===== config.mk =====
export PLATFORM = sky130hd
export DESIGN_NAME = pmt_phy_mii
export DESIGN_NICKNAME = d
export VERILOG_FILES = /design/src/pmt_pkg.sv /design/src/pmt_mdio.sv /design/src/pmt_phy_mii.sv
export VERILOG_INCLUDE_DIRS = /design/src /design/src/src
export SDC_FILE = /design/constraint.sdc
export NUM_CORES = 1
export LEC_CHECK = 0
export ABC_AREA = 0
export BUFFER_PORTS_ARGS = -buffer_cell sky130_fd_sc_hd__clkbuf_2
export CAP_MARGIN = 15
export CORE_ASPECT_RATIO = 1.1
export CORE_MARGIN = 5
export CORE_UTILIZATION = 59
export CTS_CLUSTER_SIZE = 16
export DETAILED_ROUTE_END_ITERATION = 10
export PLACE_DENSITY = 0.79
export SETUP_SLACK_MARGIN = 0.02
export SLEW_MARGIN = 25
export SYNTH_ARGS = -nofsm -noshare
export SYNTH_HDL_FRONTEND = slang
export SYNTH_HIERARCHICAL = 1
export SYNTH_SLANG_ARGS = --single-unit

===== constraint.sdc =====
create_clock -name clk -period 2.6 [get_ports clk]
set_input_delay 0.26 -clock clk [delete_from_list [all_inputs] [get_ports clk]]
set_output_delay 0.26 -clock clk [all_outputs]
set_load 0.005 [all_outputs]

===== src/pmt_map.svh =====
// Purpose: constants for the MII nibble-side timing core
// Assumes: clk runs at 40 MHz, 25 ns per cycle
// Notes: cycle counts are derived from the printed times below
`ifndef PMT_MAP_SVH
`define PMT_MAP_SVH

`define PMT_ATLEAST1(x) (((x) < 1) ? 1 : (x))

// clock and nibble clocks
`define PMT_CLK_NS      25
`define PMT_NIB100_NS   40
`define PMT_NIB10_NS    400
`define PMT_HALF100     `PMT_ATLEAST1(`PMT_NIB100_NS / 2 / `PMT_CLK_NS)
`define PMT_HALF10      `PMT_ATLEAST1(`PMT_NIB10_NS / 2 / `PMT_CLK_NS)

// bit times and latency limits, longest times rounded down
`define PMT_BIT10_NS    100
`define PMT_BIT100_NS   10
`define PMT_RXLAT10_BT  7
`define PMT_TXLAT10_BT  2
`define PMT_JLAT_BT     3
`define PMT_CRS100_BT   4
`define PMT_CRSON10_BT  2
`define PMT_CRSOFF10_BT 4
`define PMT_RXLAT10_CYC \
  `PMT_ATLEAST1(`PMT_RXLAT10_BT * `PMT_BIT10_NS / `PMT_CLK_NS)
`define PMT_TXLAT10_CYC \
  `PMT_ATLEAST1(`PMT_TXLAT10_BT * `PMT_BIT10_NS / `PMT_CLK_NS)
`define PMT_JLAT_CYC \
  `PMT_ATLEAST1(`PMT_JLAT_BT * `PMT_BIT100_NS / `PMT_CLK_NS)
`define PMT_CRS100_CYC \
  `PMT_ATLEAST1(`PMT_CRS100_BT * `PMT_BIT100_NS / `PMT_CLK_NS)

// management clock limits and data valid time
`define PMT_MDC_MIN_NS   400
`define PMT_MDC_PHASE_NS 160
`define PMT_MDIO_VAL_NS  300
`define PMT_MDIO_VAL_CYC \
  `PMT_ATLEAST1(`PMT_MDIO_VAL_NS / `PMT_CLK_NS)

// management frame layout
`define PMT_MDIO_PRE    6'h20
`define PMT_MDIO_HEAD   5'h0C
`define PMT_MDIO_LAST   5'h11
`define PMT_MDIO_OP_RD  2'h2

// start-of-stream marker nibble placed on the line at 100 Mb/s
`define PMT_J_NIB       4'hC

`endif


===== src/pmt_pkg.sv =====
// Purpose: types shared by the MII timing core
// Assumes: nothing beyond the map header
// Notes: one-hot codes written out
package pmt_pkg;

  // management frame walker states
  typedef enum logic [2:0] {
    MD_IDLE = 3'h1,
    MD_HEAD = 3'h2,
    MD_DATA = 3'h4
  } pmt_mdio_e;

endpackage : pmt_pkg


===== src/pmt_mdio.sv =====
// Purpose: management serial slave answering read frames
// Assumes: mdc and mdio come from the station, unsynchronised
// Notes: any register address reads the status word
`timescale 1ns/100ps
`include "pmt_map.svh"

module pmt_mdio #(
  parameter logic [4:0] PHY_ADDR = 5'h01
) (
  // clock and reset
  input  wire logic        clk,
  input  wire logic        rst,
  // management pins
  input  wire logic        mdc,
  input  wire logic        mdioIn,
  output logic             mdioOut,
  output logic             mdioOe,
  // word returned on reads
  input  wire logic [15:0] statusWord
);

  logic                 mdcS1, mdcS2, mdcS3;
  logic                 mdiS1, mdiS2;
  pmt_pkg::pmt_mdio_e   state;
  logic [5:0]           preCnt;
  logic [4:0]           cnt;
  logic [11:0]          hdr;
  logic                 rd;
  logic [15:0]          shift;

  // edge detect and frame decode
  wire        mdcEdge = mdcS2 & ~mdcS3;
  wire [12:0] newHdr  = {hdr, mdiS2};
  wire        hdrRd   = newHdr[12] & (newHdr[11:10] == `PMT_MDIO_OP_RD)
                        & (newHdr[9:5] == PHY_ADDR);
  wire        preDone = (preCnt == `PMT_MDIO_PRE);

  // synchronisers for the station pins
  always_ff @(posedge clk or posedge rst) begin
    if (rst) begin
      {mdcS3, mdcS2, mdcS1} <= 3'h0;
      {mdiS2, mdiS1}        <= 2'h0;
    end else begin
      {mdcS3, mdcS2, mdcS1} <= {mdcS2, mdcS1, mdc};
      {mdiS2, mdiS1}        <= {mdiS1, mdioIn};
    end
  end

  // frame walker, output moves only on a sampled mdc rise
  always_ff @(posedge clk or posedge rst) begin
    if (rst) begin
      state   <= pmt_pkg::MD_IDLE;
      preCnt  <= 6'h00;
      cnt     <= 5'h00;
      hdr     <= 12'h000;
      rd      <= 1'b0;
      shift   <= 16'h0000;
      mdioOut <= 1'b0;
      mdioOe  <= 1'b0;
    end else if (mdcEdge) begin
      unique case (state)
        pmt_pkg::MD_IDLE: begin
          if (mdiS2) begin
            preCnt <= preDone ? preCnt : preCnt + 6'h01;
          end else begin
            preCnt <= 6'h00;
            cnt    <= 5'h00;
            if (preDone) begin
              state <= pmt_pkg::MD_HEAD;
            end
          end
        end
        pmt_pkg::MD_HEAD: begin
          hdr <= newHdr[11:0];
          cnt <= cnt + 5'h01;
          if (cnt == `PMT_MDIO_HEAD) begin
            rd    <= hdrRd;
            shift <= statusWord;
            cnt   <= 5'h00;
            state <= pmt_pkg::MD_DATA;
          end
        end
        pmt_pkg::MD_DATA: begin
          cnt <= cnt + 5'h01;
          if (cnt == `PMT_MDIO_LAST) begin
            mdioOe <= 1'b0;
            state  <= pmt_pkg::MD_IDLE;
          end else begin
            mdioOe  <= rd;
            mdioOut <= (cnt == 5'h00) ? 1'b0 : shift[15];
            if (cnt != 5'h00) begin
              shift <= {shift[14:0], 1'b0};
            end
          end
        end
      endcase
    end
  end
endmodule : pmt_mdio


===== src/pmt_phy_mii.sv =====
// Purpose: nibble-side MII timing core of a 10/100 line device
// Assumes: one 40 MHz clock; all pins are asynchronous to it
// Notes: at 100 Mb/s the nibble clock is limited to two clk cycles
`timescale 1ns/100ps
`include "pmt_map.svh"

module pmt_phy_mii #(
  parameter logic [4:0] PHY_ADDR = 5'h01
) (
  // clock and reset
  input  wire logic       clk,
  input  wire logic       rst,
  // mode straps
  input  wire logic       speed100,
  input  wire logic       fullDuplex,
  // transmit side toward the controller
  output logic            txClk,
  input  wire logic [3:0] txd,
  input  wire logic       txEn,
  input  wire logic       txEr,
  // receive side toward the controller
  output logic            rxClk,
  output logic      [3:0] rxd,
  output logic            rxDv,
  output logic            rxEr,
  output logic            crs,
  // line transmit pair, one nibble per nibble clock
  output logic      [3:0] lineTransmitPair,
  output logic            lineTxEnable,
  output logic            lineTxError,
  // line receive pair, one nibble per nibble clock
  input  wire logic [3:0] lineReceivePair,
  input  wire logic       lineRxActive,
  input  wire logic       lineRxError,
  // management pins
  input  wire logic       mdc,
  input  wire logic       mdioIn,
  output logic            mdioOut,
  output logic            mdioOe
);

  localparam logic [3:0] HALF100 = 4'(`PMT_HALF100);
  localparam logic [3:0] HALF10  = 4'(`PMT_HALF10);

  logic       spdS1, spdS2, dupS1, dupS2;
  logic [3:0] txdS1, txdS2;
  logic       txEnS1, txEnS2, txErS1, txErS2;
  logic [3:0] lrxS1, lrxS2;
  logic       lrxActS1, lrxActS2, lrxErrS1, lrxErrS2;
  logic [3:0] halfCnt;
  logic [1:0] riseDly;
  logic       txEnPrev;

  // nibble clock divider, shared by both MII clocks
  wire [3:0] halfLen  = spdS2 ? HALF100 : HALF10;
  wire       halfTick = (halfCnt >= halfLen - 4'h1);
  wire       riseEv   = halfTick & ~txClk;
  wire       fallEv   = halfTick & txClk;
  wire       capEv    = riseDly[1];

  // transmit decode at the capture point
  wire       jStart   = spdS2 & txEnS2 & ~txEnPrev;
  wire [3:0] next_tx  = jStart ? `PMT_J_NIB : (txEnS2 ? txdS2 : 4'h0);
  wire       txNow    = capEv ? txEnS2 : txEnPrev;
  wire       next_crs = lrxActS2 | (~dupS2 & txNow);
  wire [15:0] statusWord = {13'h0000, spdS2, dupS2, crs};

  // two-flop synchronisers for every pin input
  always_ff @(posedge clk or posedge rst) begin
    if (rst) begin
      {spdS2, spdS1, dupS2, dupS1}        <= 4'h0;
      {txdS2, txdS1}                      <= 8'h00;
      {txEnS2, txEnS1, txErS2, txErS1}    <= 4'h0;
      {lrxS2, lrxS1}                      <= 8'h00;
      {lrxActS2, lrxActS1}                <= 2'h0;
      {lrxErrS2, lrxErrS1}                <= 2'h0;
    end else begin
      {spdS2, spdS1, dupS2, dupS1} <= {spdS1, speed100, dupS1, fullDuplex};
      {txdS2, txdS1}               <= {txdS1, txd};
      {txEnS2, txEnS1}             <= {txEnS1, txEn};
      {txErS2, txErS1}             <= {txErS1, txEr};
      {lrxS2, lrxS1}               <= {lrxS1, lineReceivePair};
      {lrxActS2, lrxActS1}         <= {lrxActS1, lineRxActive};
      {lrxErrS2, lrxErrS1}         <= {lrxErrS1, lineRxError};
    end
  end

  // clock generation; both MII clocks toggle together
  always_ff @(posedge clk or posedge rst) begin
    if (rst) begin
      halfCnt <= 4'h0;
      txClk   <= 1'b0;
      rxClk   <= 1'b0;
      riseDly <= 2'h0;
    end else begin
      halfCnt <= halfTick ? 4'h0 : halfCnt + 4'h1;
      txClk   <= txClk ^ halfTick;
      rxClk   <= txClk ^ halfTick;
      riseDly <= {riseDly[0], riseEv};  // rise seen through the sync delay
    end
  end

  // transmit capture and line output
  always_ff @(posedge clk or posedge rst) begin
    if (rst) begin
      txEnPrev         <= 1'b0;
      lineTransmitPair <= 4'h0;
      lineTxEnable     <= 1'b0;
      lineTxError      <= 1'b0;
    end else if (capEv) begin
      txEnPrev         <= txEnS2;
      lineTransmitPair <= next_tx;
      lineTxEnable     <= txEnS2;
      lineTxError      <= txEnS2 & txErS2;
    end
  end

  // carrier sense follows line activity and, in half duplex, txEn
  always_ff @(posedge clk or posedge rst) begin
    if (rst) begin
      crs <= 1'b0;
    end else begin
      crs <= next_crs;
    end
  end

  // receive outputs change on the falling rxClk edge only
  always_ff @(posedge clk or posedge rst) begin
    if (rst) begin
      rxd  <= 4'h0;
      rxDv <= 1'b0;
      rxEr <= 1'b0;
    end else if (fallEv) begin
      rxd  <= lrxActS2 ? lrxS2 : 4'h0;
      rxDv <= lrxActS2;
      rxEr <= lrxActS2 & lrxErrS2;
    end
  end

  // management slave
  pmt_mdio #(
    .PHY_ADDR   (PHY_ADDR)
  ) u_mdio (
    .clk        (clk),
    .rst        (rst),
    .mdc        (mdc),
    .mdioIn     (mdioIn),
    .mdioOut    (mdioOut),
    .mdioOe     (mdioOe),
    .statusWord (statusWord)
  );
endmodule : pmt_phy_mii


Word-level counts from Yosys, hierarchy flattened
Cells that the tools add are included.

Bits in registers: 99. Latch bits: 0. Bits in writable memories: 0. Memory bits (read-only): 0. Word-level logic and storage cells: 110. Memories kept: 0.

$add $sub $neg: 4. Multipliers: 0. Divide/modulo/power cells: 0. $lt $le $gt $ge: 1. Eq/ne operators: 15. Shift-type cells: 0. Mux-type cells: 22. Bitwise operators: 17. Reductions and logical operators: 11.

Operators by type and width (number): $mux W16 (3); $pmux W16 S2 (1); $mux W4 (5); $pmux W5 S3 (1); $mux W3 (4); $mux W6 (2); $and A1 B1 Y1 (10); $mux W5 (2); $reduce_and A5 Y1 (2); $pmux W3 S3 (1); $reduce_and A3 Y1 (3); $ne A2 B1 Y1 const B (4); $add A6 B1 Y6 const B (1); $eq A6 B6 Y1 const B (1); $ne A2 B2 Y1 const B (3); $reduce_and A2 Y1 (3); $add A5 B1 Y5 const B (1); $eq A5 B1 Y1 const B (1); $eq A5 B4 Y1 const B (1); $eq A5 B5 Y1 const B (1); $logic_not A5 Y1 (1); $not A1 Y1 (5); $reduce_bool A5 Y1 (1); $add A4 B1 Y4 const B (1); other kinds (10) (12).

Longest topological paths before layout
Depth after elaboration: 4. Mapped depth: 8. Depth with buffers taken out: 7.

Modules after synthesis
The synthesis kept the hierarchy.

Modules (own cells, without submodules): pmt_mdio (instances 1, cells each 225, area an instance 2474.9 um^2); pmt_phy_mii (instances 1, cells each 115, area an instance 1604.0 um^2).

Least setup slack after synthesis
OpenSTA, ideal clock, no wires.

Path type: register to register. Start: register u_mdio.cnt[0]. End: register u_mdio.shift[1]. Data arrival time: 1.666 ns. Slack: 0.809 ns. Stages on the path, launching flop included: 8. Path through: dfrtp_1 -> inv_1 -> ha_1 -> and4b_2 -> nand3_1 -> o21ai_4 -> buf_12 -> mux2_4.

Longest elaborated chain between the ends: 3. Elaborated cells between the ends (all ways): 7. Those cells by class: 5 x eq/ne; 2 x reduce/logical.

Ends and longest elaborated chain: start, declared (RTL line pmt_mdio.sv:26) `logic [4:0] cnt;`; start signal, assigned (RTL line pmt_mdio.sv:75) `cnt <= cnt + 5'h01;`; start signal, assigned (RTL line pmt_mdio.sv:84) `cnt <= cnt + 5'h01;`; $eq A5 B5 Y1 (no line), or another cell as far along; $ne A2 B2 Y1 (no line) or $ne A2 B1 Y1 (tied branches); $reduce_and A5 Y1 (no line) (*); end signal, assigned (RTL line pmt_mdio.sv:78) `shift <= statusWord;`; end signal, assigned (RTL line pmt_mdio.sv:92) `shift <= {shift[14:0], 1'b0};`; end, declared (RTL line pmt_mdio.sv:29) `logic [15:0] shift;`.

Every way passes the cells marked *; elsewhere a longest branch is shown, timed or not. A chain may end at the register's enable or synchronous reset.

Worst setup path after layout
Start: register spdS2. End: register rxDv.

Longest elaborated chain between the ends: 4.

Ends and longest elaborated chain: start, declared (RTL line pmt_phy_mii.sv:45) `logic spdS1, spdS2, dupS1, dupS2;`; start signal, assigned (RTL line pmt_phy_mii.sv:78) `{spdS2, spdS1, dupS2, dupS1} <= {spdS1, speed100, dupS1, fullDuplex};`; $mux W4 (RTL line pmt_phy_mii.sv:55) `wire [3:0] halfLen = spdS2 ? HALF100 : HALF10;`; $sub A4 B1 Y4 (RTL line pmt_phy_mii.sv:56) `wire halfTick = (halfCnt >= halfLen - 4'h1);`; $ge A4 B4 Y1 (RTL line pmt_phy_mii.sv:56); $and A1 B1 Y1 (RTL line pmt_phy_mii.sv:58) `wire fallEv = halfTick & txClk;`; named net fallEv (RTL line pmt_phy_mii.sv:58); end signal, assigned (RTL line pmt_phy_mii.sv:135) `rxDv <= lrxActS2;`; end, declared (RTL line pmt_phy_mii.sv:24) `output logic rxDv,`.

The timed path passes the listed nets, and every way through them passes these cells.

==> run_summary.xml <==
<?xml version="1.0" encoding="UTF-8"?>
<metrics>
  <group name="layout">
    <metric name="nNetsFinal" unit="">436</metric>
    <metric name="n_fill_cell" unit="">448</metric>
    <metric name="drive_gt1_share" unit="%">24.6</metric>
    <metric name="post_layout_nonfiller_instances" unit="">493</metric>
    <metric name="synthToLayoutAreaGrowth" unit="%">15.0</metric>
    <metric name="diodes" unit="">0</metric>
    <metric name="finalInstanceArea" unit="um^2">4690</metric>
  </group>
  <group name="setup_path">
    <metric name="regToRegSetupSlack" unit="ps">570</metric>
    <metric name="cp_slowest_stage_delay" unit="ps">440</metric>
    <metric name="cpMaxStageDelayCell" unit="">sky130_fd_sc_hd__dfrtp_1</metric>
    <metric name="worstReg2RegEnd" unit="">rxDv</metric>
    <metric name="crit_path_frequent_cell" unit="">sky130_fd_sc_hd__ha_1</metric>
    <metric name="worst_setup_path_startpoint" unit="">spdS2</metric>
    <metric name="worstSetupEndpointType" unit="">flop</metric>
    <metric name="setup.worst_path.start_class" unit="">flop</metric>
    <metric name="critical_path.reg2reg.startpoint" unit="">spdS2</metric>
    <metric name="cp_cell_instances" unit="">ha_1, nand2_1, o21ai_2, ha_1, mux2_2</metric>
    <metric name="timing.critical_path.fanout_max" unit="">11</metric>
    <metric name="crit_path_end" unit="">rxDv</metric>
    <metric name="cp_data_arrival_time" unit="ps">2280</metric>
    <metric name="crit_required" unit="ps">2850</metric>
    <metric name="reg2reg_depth" unit="">5</metric>
    <metric name="timing_worst_setup_path_type" unit="">flop to flop</metric>
  </group>
  <group name="synth">
    <metric name="synth.top_cells.by_area" unit="">sky130_fd_sc_hd__dfrtp_1 60%, sky130_fd_sc_hd__mux2_2 5.5%, sky130_fd_sc_hd__nand2_1 5.2%, sky130_fd_sc_hd__ha_1 3.4%, sky130_fd_sc_hd__mux2_4 3.3%</metric>
    <metric name="synthCells" unit="">340</metric>
    <metric name="synthArstFlopShare" unit="%">100</metric>
    <metric name="synth.lib_cells_used.distinct" unit="">48</metric>
    <metric name="synth-main-ff-cell" unit="">sky130_fd_sc_hd__dfrtp_1</metric>
    <metric name="yosys_warning_total" unit="">6</metric>
    <metric name="yosysSeqAreaShare" unit="%">60.8</metric>
    <metric name="synth_largest_area_cell" unit="">sky130_fd_sc_hd__dfrtp_1</metric>
    <metric name="synth_seq_cells" unit="">99</metric>
    <metric name="post_synth_edffs" unit="">0</metric>
    <metric name="synth.cell_area" unit="um^2">4080</metric>
    <metric name="synth.top_cell.area_share" unit="%">60.1</metric>
    <metric name="post_synth.cell_area_avg" unit="um^2">12.0</metric>
  </group>
  <group name="sta">
    <metric name="timing.final.ws_setup" unit="ps">570</metric>
    <metric name="post-route-period-util" unit="%">78.1</metric>
    <metric name="setup-tns-final" unit="ps">0</metric>
    <metric name="report.final.setup_viol" unit="">0</metric>
    <metric name="rsz0062_at_grt" unit="">no</metric>
    <metric name="timing.max_slew.rel_slack" unit="%">47.7</metric>
    <metric name="worstMarginPinSlew" unit="ps">783</metric>
    <metric name="timing.fmax" unit="MHz">493</metric>
    <metric name="final_skew" unit="ps">8.85</metric>
    <metric name="final-hold-violation-count" unit="">0</metric>
    <metric name="hold_slack" unit="ps">357</metric>
    <metric name="finalMaxSlewViolations" unit="">0</metric>
    <metric name="post-route-min-period" unit="ps">2030</metric>
  </group>
  <group name="die">
    <metric name="chip_width" unit="um">89.3</metric>
    <metric name="die_footprint" unit="um^2">8680</metric>
    <metric name="io_pins" unit="">35</metric>
    <metric name="initial_utilization" unit="%">61.1</metric>
    <metric name="floorplan.die.height" unit="um">97.2</metric>
    <metric name="std_cell_core_area" unit="um^2">6670</metric>
    <metric name="placementRows" unit="">31</metric>
  </group>
  <group name="placement">
    <metric name="gp_congestion" unit="">0.783</metric>
    <metric name="io_buffer_count" unit="">34</metric>
    <metric name="total_cell_area_at_the_placement_stage" unit="um^2">4340</metric>
    <metric name="pre_cts_slack" unit="ps">604</metric>
    <metric name="place.detailed.hpwl" unit="um">4690</metric>
    <metric name="dpl.cell_count" unit="">461</metric>
  </group>
  <group name="power_and_ir_drop">
    <metric name="share_comb_of_total_power" unit="%">23.9</metric>
    <metric name="net_sw_share" unit="%">31.5</metric>
    <metric name="internal-power" unit="mW">2.82</metric>
    <metric name="seq_power_share" unit="%">54.1</metric>
    <metric name="switchingPower" unit="mW">1.30</metric>
    <metric name="pwr_density_cell" unit="nW/um^2">878</metric>
    <metric name="share_clk_of_total_power" unit="%">22.0</metric>
    <metric name="leakage" unit="nW">2.30</metric>
    <metric name="vdd.ir_drop.worst" unit="uV">540</metric>
  </group>
  <group name="clocking">
    <metric name="worst_setup_hold_path_clk_slew" unit="ps">90</metric>
    <metric name="tritoncts" unit="">built</metric>
    <metric name="ctsRootBufferMaster" unit="">sky130_fd_sc_hd__clkbuf_8</metric>
    <metric name="clock_tree.buffer_depth" unit="">2</metric>
    <metric name="cts_resized" unit="">0</metric>
    <metric name="worstSkewPairLatency" unit="ps">360</metric>
    <metric name="h-tree-depth" unit="">3</metric>
    <metric name="cts_inserted_buffers" unit="">9</metric>
    <metric name="cts.sinks" unit="">99</metric>
  </group>
  <group name="routing">
    <metric name="detail-route-antenna-nets" unit="">0</metric>
    <metric name="vias" unit="">2576</metric>
    <metric name="drt-wirelength-per-cell" unit="um">14.3</metric>
    <metric name="dr.pass1.iters" unit="">4</metric>
    <metric name="vias_per_cell" unit="">5.23</metric>
    <metric name="initialDrtViolationCount" unit="">150</metric>
    <metric name="post-route-drc-count" unit="">0</metric>
    <metric name="wl" unit="um">7060</metric>
  </group>
  <group name="global_routing">
    <metric name="grt.total_usage" unit="%">18.1</metric>
    <metric name="antenna_found_initial" unit="">0</metric>
    <metric name="first_pass_grt_wire_length" unit="um">12200</metric>
    <metric name="grt_start_max_net_pins" unit="">50</metric>
    <metric name="overflow" unit="">0</metric>
    <metric name="vias_in_the_first_global_route" unit="">2647</metric>
  </group>
  <group name="job">
    <metric name="drv_cap" unit="">0</metric>
  </group>
  <group name="worst_hold_path">
    <metric name="min-delay-path-class" unit="">flop to flop</metric>
  </group>
  <group name="run_status">
    <metric name="outcome" unit="">complete, no violations</metric>
  </group>
</metrics>
## layout make-up
cell class	count	area [um^2]	share of cell area (%)
inverter	28	106	2.27
multi-input combinational	214	1450	31.0
tap	82	103	2.19
clock inverter	6	55.1	1.17
sequential	99	2480	52.9
clock buffer	9	124	2.64
timing repair buffer	55	370	7.90
## critical path: cells and delay by family (launching register included)
| family | cells | cell delay (ps) |
|---|---|---|
| compound gates | 1 | 270 |
| fa+ha+maj | 2 | 770 |
| flops | 1 | 440 |
| mux | 1 | 380 |
| simple gates | 1 | 70 |
## what timing repair did
action,4_1_cts,5_1_grt
hold buffers,16,1
buffers inserted,0,0
endpoints found under the hold margin,33,1
## per-stage QoR
stage / utilization [%] / total power, mW
after global placement: 65.0 / 3.15
after floorplan: - / 2.93
after CTS: 70.1 / 4.14
after global routing: 70.3 / 4.40
after detailed placement: 65.0 / 3.22
final: 70.3 / 4.12
## layer usage
| metal | wire length [um] | track usage [%] | share of wire [%] |
|---|---|---|---|
| met1 | 3200 | 24.5 | 45 |
| met2 | 3500 | 28.3 | 50 |
| met3 | 217 | 4.33 | 3.1 |
| met4 | 135 | 6.53 | 1.9 |
| met5 | 0 | 0 | 0 |
## state kept, by name, indices dropped and copies added, names as in the netlist, 2 cells and up
register          cells
u_mdio/preCnt         6
lrxS1                 4
u_mdio/state          3
u_mdio/cnt            5
lrxS2                 4
txdS2                 4
txdS1                 4
riseDly               2
u_mdio/shift         16
u_mdio/hdr           12
rxd                   4
halfCnt               4
lineTransmitPair      4
## synthesized netlist by cell type, types with 2 or more instances
library cell,instances
sky130_fd_sc_hd__a211oi_2,2
sky130_fd_sc_hd__a21o_1,2
sky130_fd_sc_hd__a21oi_1,2
sky130_fd_sc_hd__a22o_1,6
sky130_fd_sc_hd__a32o_1,2
sky130_fd_sc_hd__buf_2,6
sky130_fd_sc_hd__buf_4,2
sky130_fd_sc_hd__buf_6,2
sky130_fd_sc_hd__dfrtp_1,98
sky130_fd_sc_hd__ha_1,11
sky130_fd_sc_hd__inv_1,28
sky130_fd_sc_hd__mux2_2,20
sky130_fd_sc_hd__mux2_4,9
sky130_fd_sc_hd__nand2_1,57
sky130_fd_sc_hd__nand2b_1,4
sky130_fd_sc_hd__nand3_1,14
sky130_fd_sc_hd__nand4_1,2
sky130_fd_sc_hd__nor2_1,13
sky130_fd_sc_hd__nor2b_1,5
sky130_fd_sc_hd__nor3_1,2
sky130_fd_sc_hd__o21ai_0,18
sky130_fd_sc_hd__o21ai_2,2
sky130_fd_sc_hd__o22ai_1,5
sky130_fd_sc_hd__o31a_2,2
sky130_fd_sc_hd__o31ai_1,3
## placed cells by master, fill, tap and decap left out, types with 4 or more instances in the layout
master | Yosys | layout
sky130_fd_sc_hd__o21ai_0 | 18 | 18
sky130_fd_sc_hd__dfrtp_1 | 98 | 98
sky130_fd_sc_hd__nand2_1 | 57 | 57
sky130_fd_sc_hd__buf_4 | 2 | 4
sky130_fd_sc_hd__ha_1 | 11 | 11
sky130_fd_sc_hd__clkbuf_2 | 0 | 34
sky130_fd_sc_hd__nor2b_1 | 5 | 5
sky130_fd_sc_hd__nand3_1 | 14 | 14
sky130_fd_sc_hd__dlygate4sd3_1 | 0 | 17
sky130_fd_sc_hd__o22ai_1 | 5 | 5
sky130_fd_sc_hd__a22o_1 | 6 | 6
sky130_fd_sc_hd__nor2_1 | 13 | 13
sky130_fd_sc_hd__mux2_4 | 9 | 9
sky130_fd_sc_hd__conb_1 | 1 | 13
sky130_fd_sc_hd__clkbuf_8 | 0 | 9
sky130_fd_sc_hd__mux2_2 | 20 | 20
sky130_fd_sc_hd__inv_1 | 28 | 26
sky130_fd_sc_hd__nand2b_1 | 4 | 4
## cell families (layout without fill, tap and decap cells)
kind of cell / count (synthesis) / count (layout) / share of synthesized area (%)
buf+inv: 39 / 98 / 4.72
simple gates: 109 / 109 / 12.8
fa+ha+maj: 11 / 11 / 3.37
flops: 99 / 99 / 60.8
other cells: 1 / 13 / 0.0919
xor+xnor: 1 / 1 / 0.215
compound gates: 51 / 51 / 9.17
mux: 29 / 29 / 8.83
## power by group through the flow
stage | registers [mW] | clock network [mW] | logic [mW]
2_1_floorplan | 2.15 | 0 | 0.785
3_3_place_gp | 2.23 | 0 | 0.917
3_5_place_dp | 2.25 | 0 | 0.972
4_1_cts | 2.23 | 0.926 | 0.991
5_1_grt | 2.29 | 0.998 | 1.11
6_report | 2.23 | 0.904 | 0.984
## worst min path at each step
| stage | from | end | slack, ps | depth (start not counted) |
|---|---|---|---|---|
| 2_1_floorplan | fullDuplex | dupS1 | 290 | 0 |
| 3_5_place_dp | rst | u_mdio/mdcS1 | 270 | 2 |
| 4_1_cts | mdc | u_mdio/mdcS1 | 2 | 1 |
| 5_1_grt | txEnS1 | txEnS2 | 360 | 0 |
| 3_3_place_gp | rst | u_mdio/mdcS1 | 270 | 2 |
| 6_report | lrxS1[2] | lrxS2[2] | 360 | 0 |
Note: power is estimated with default switching activity, not from simulation.
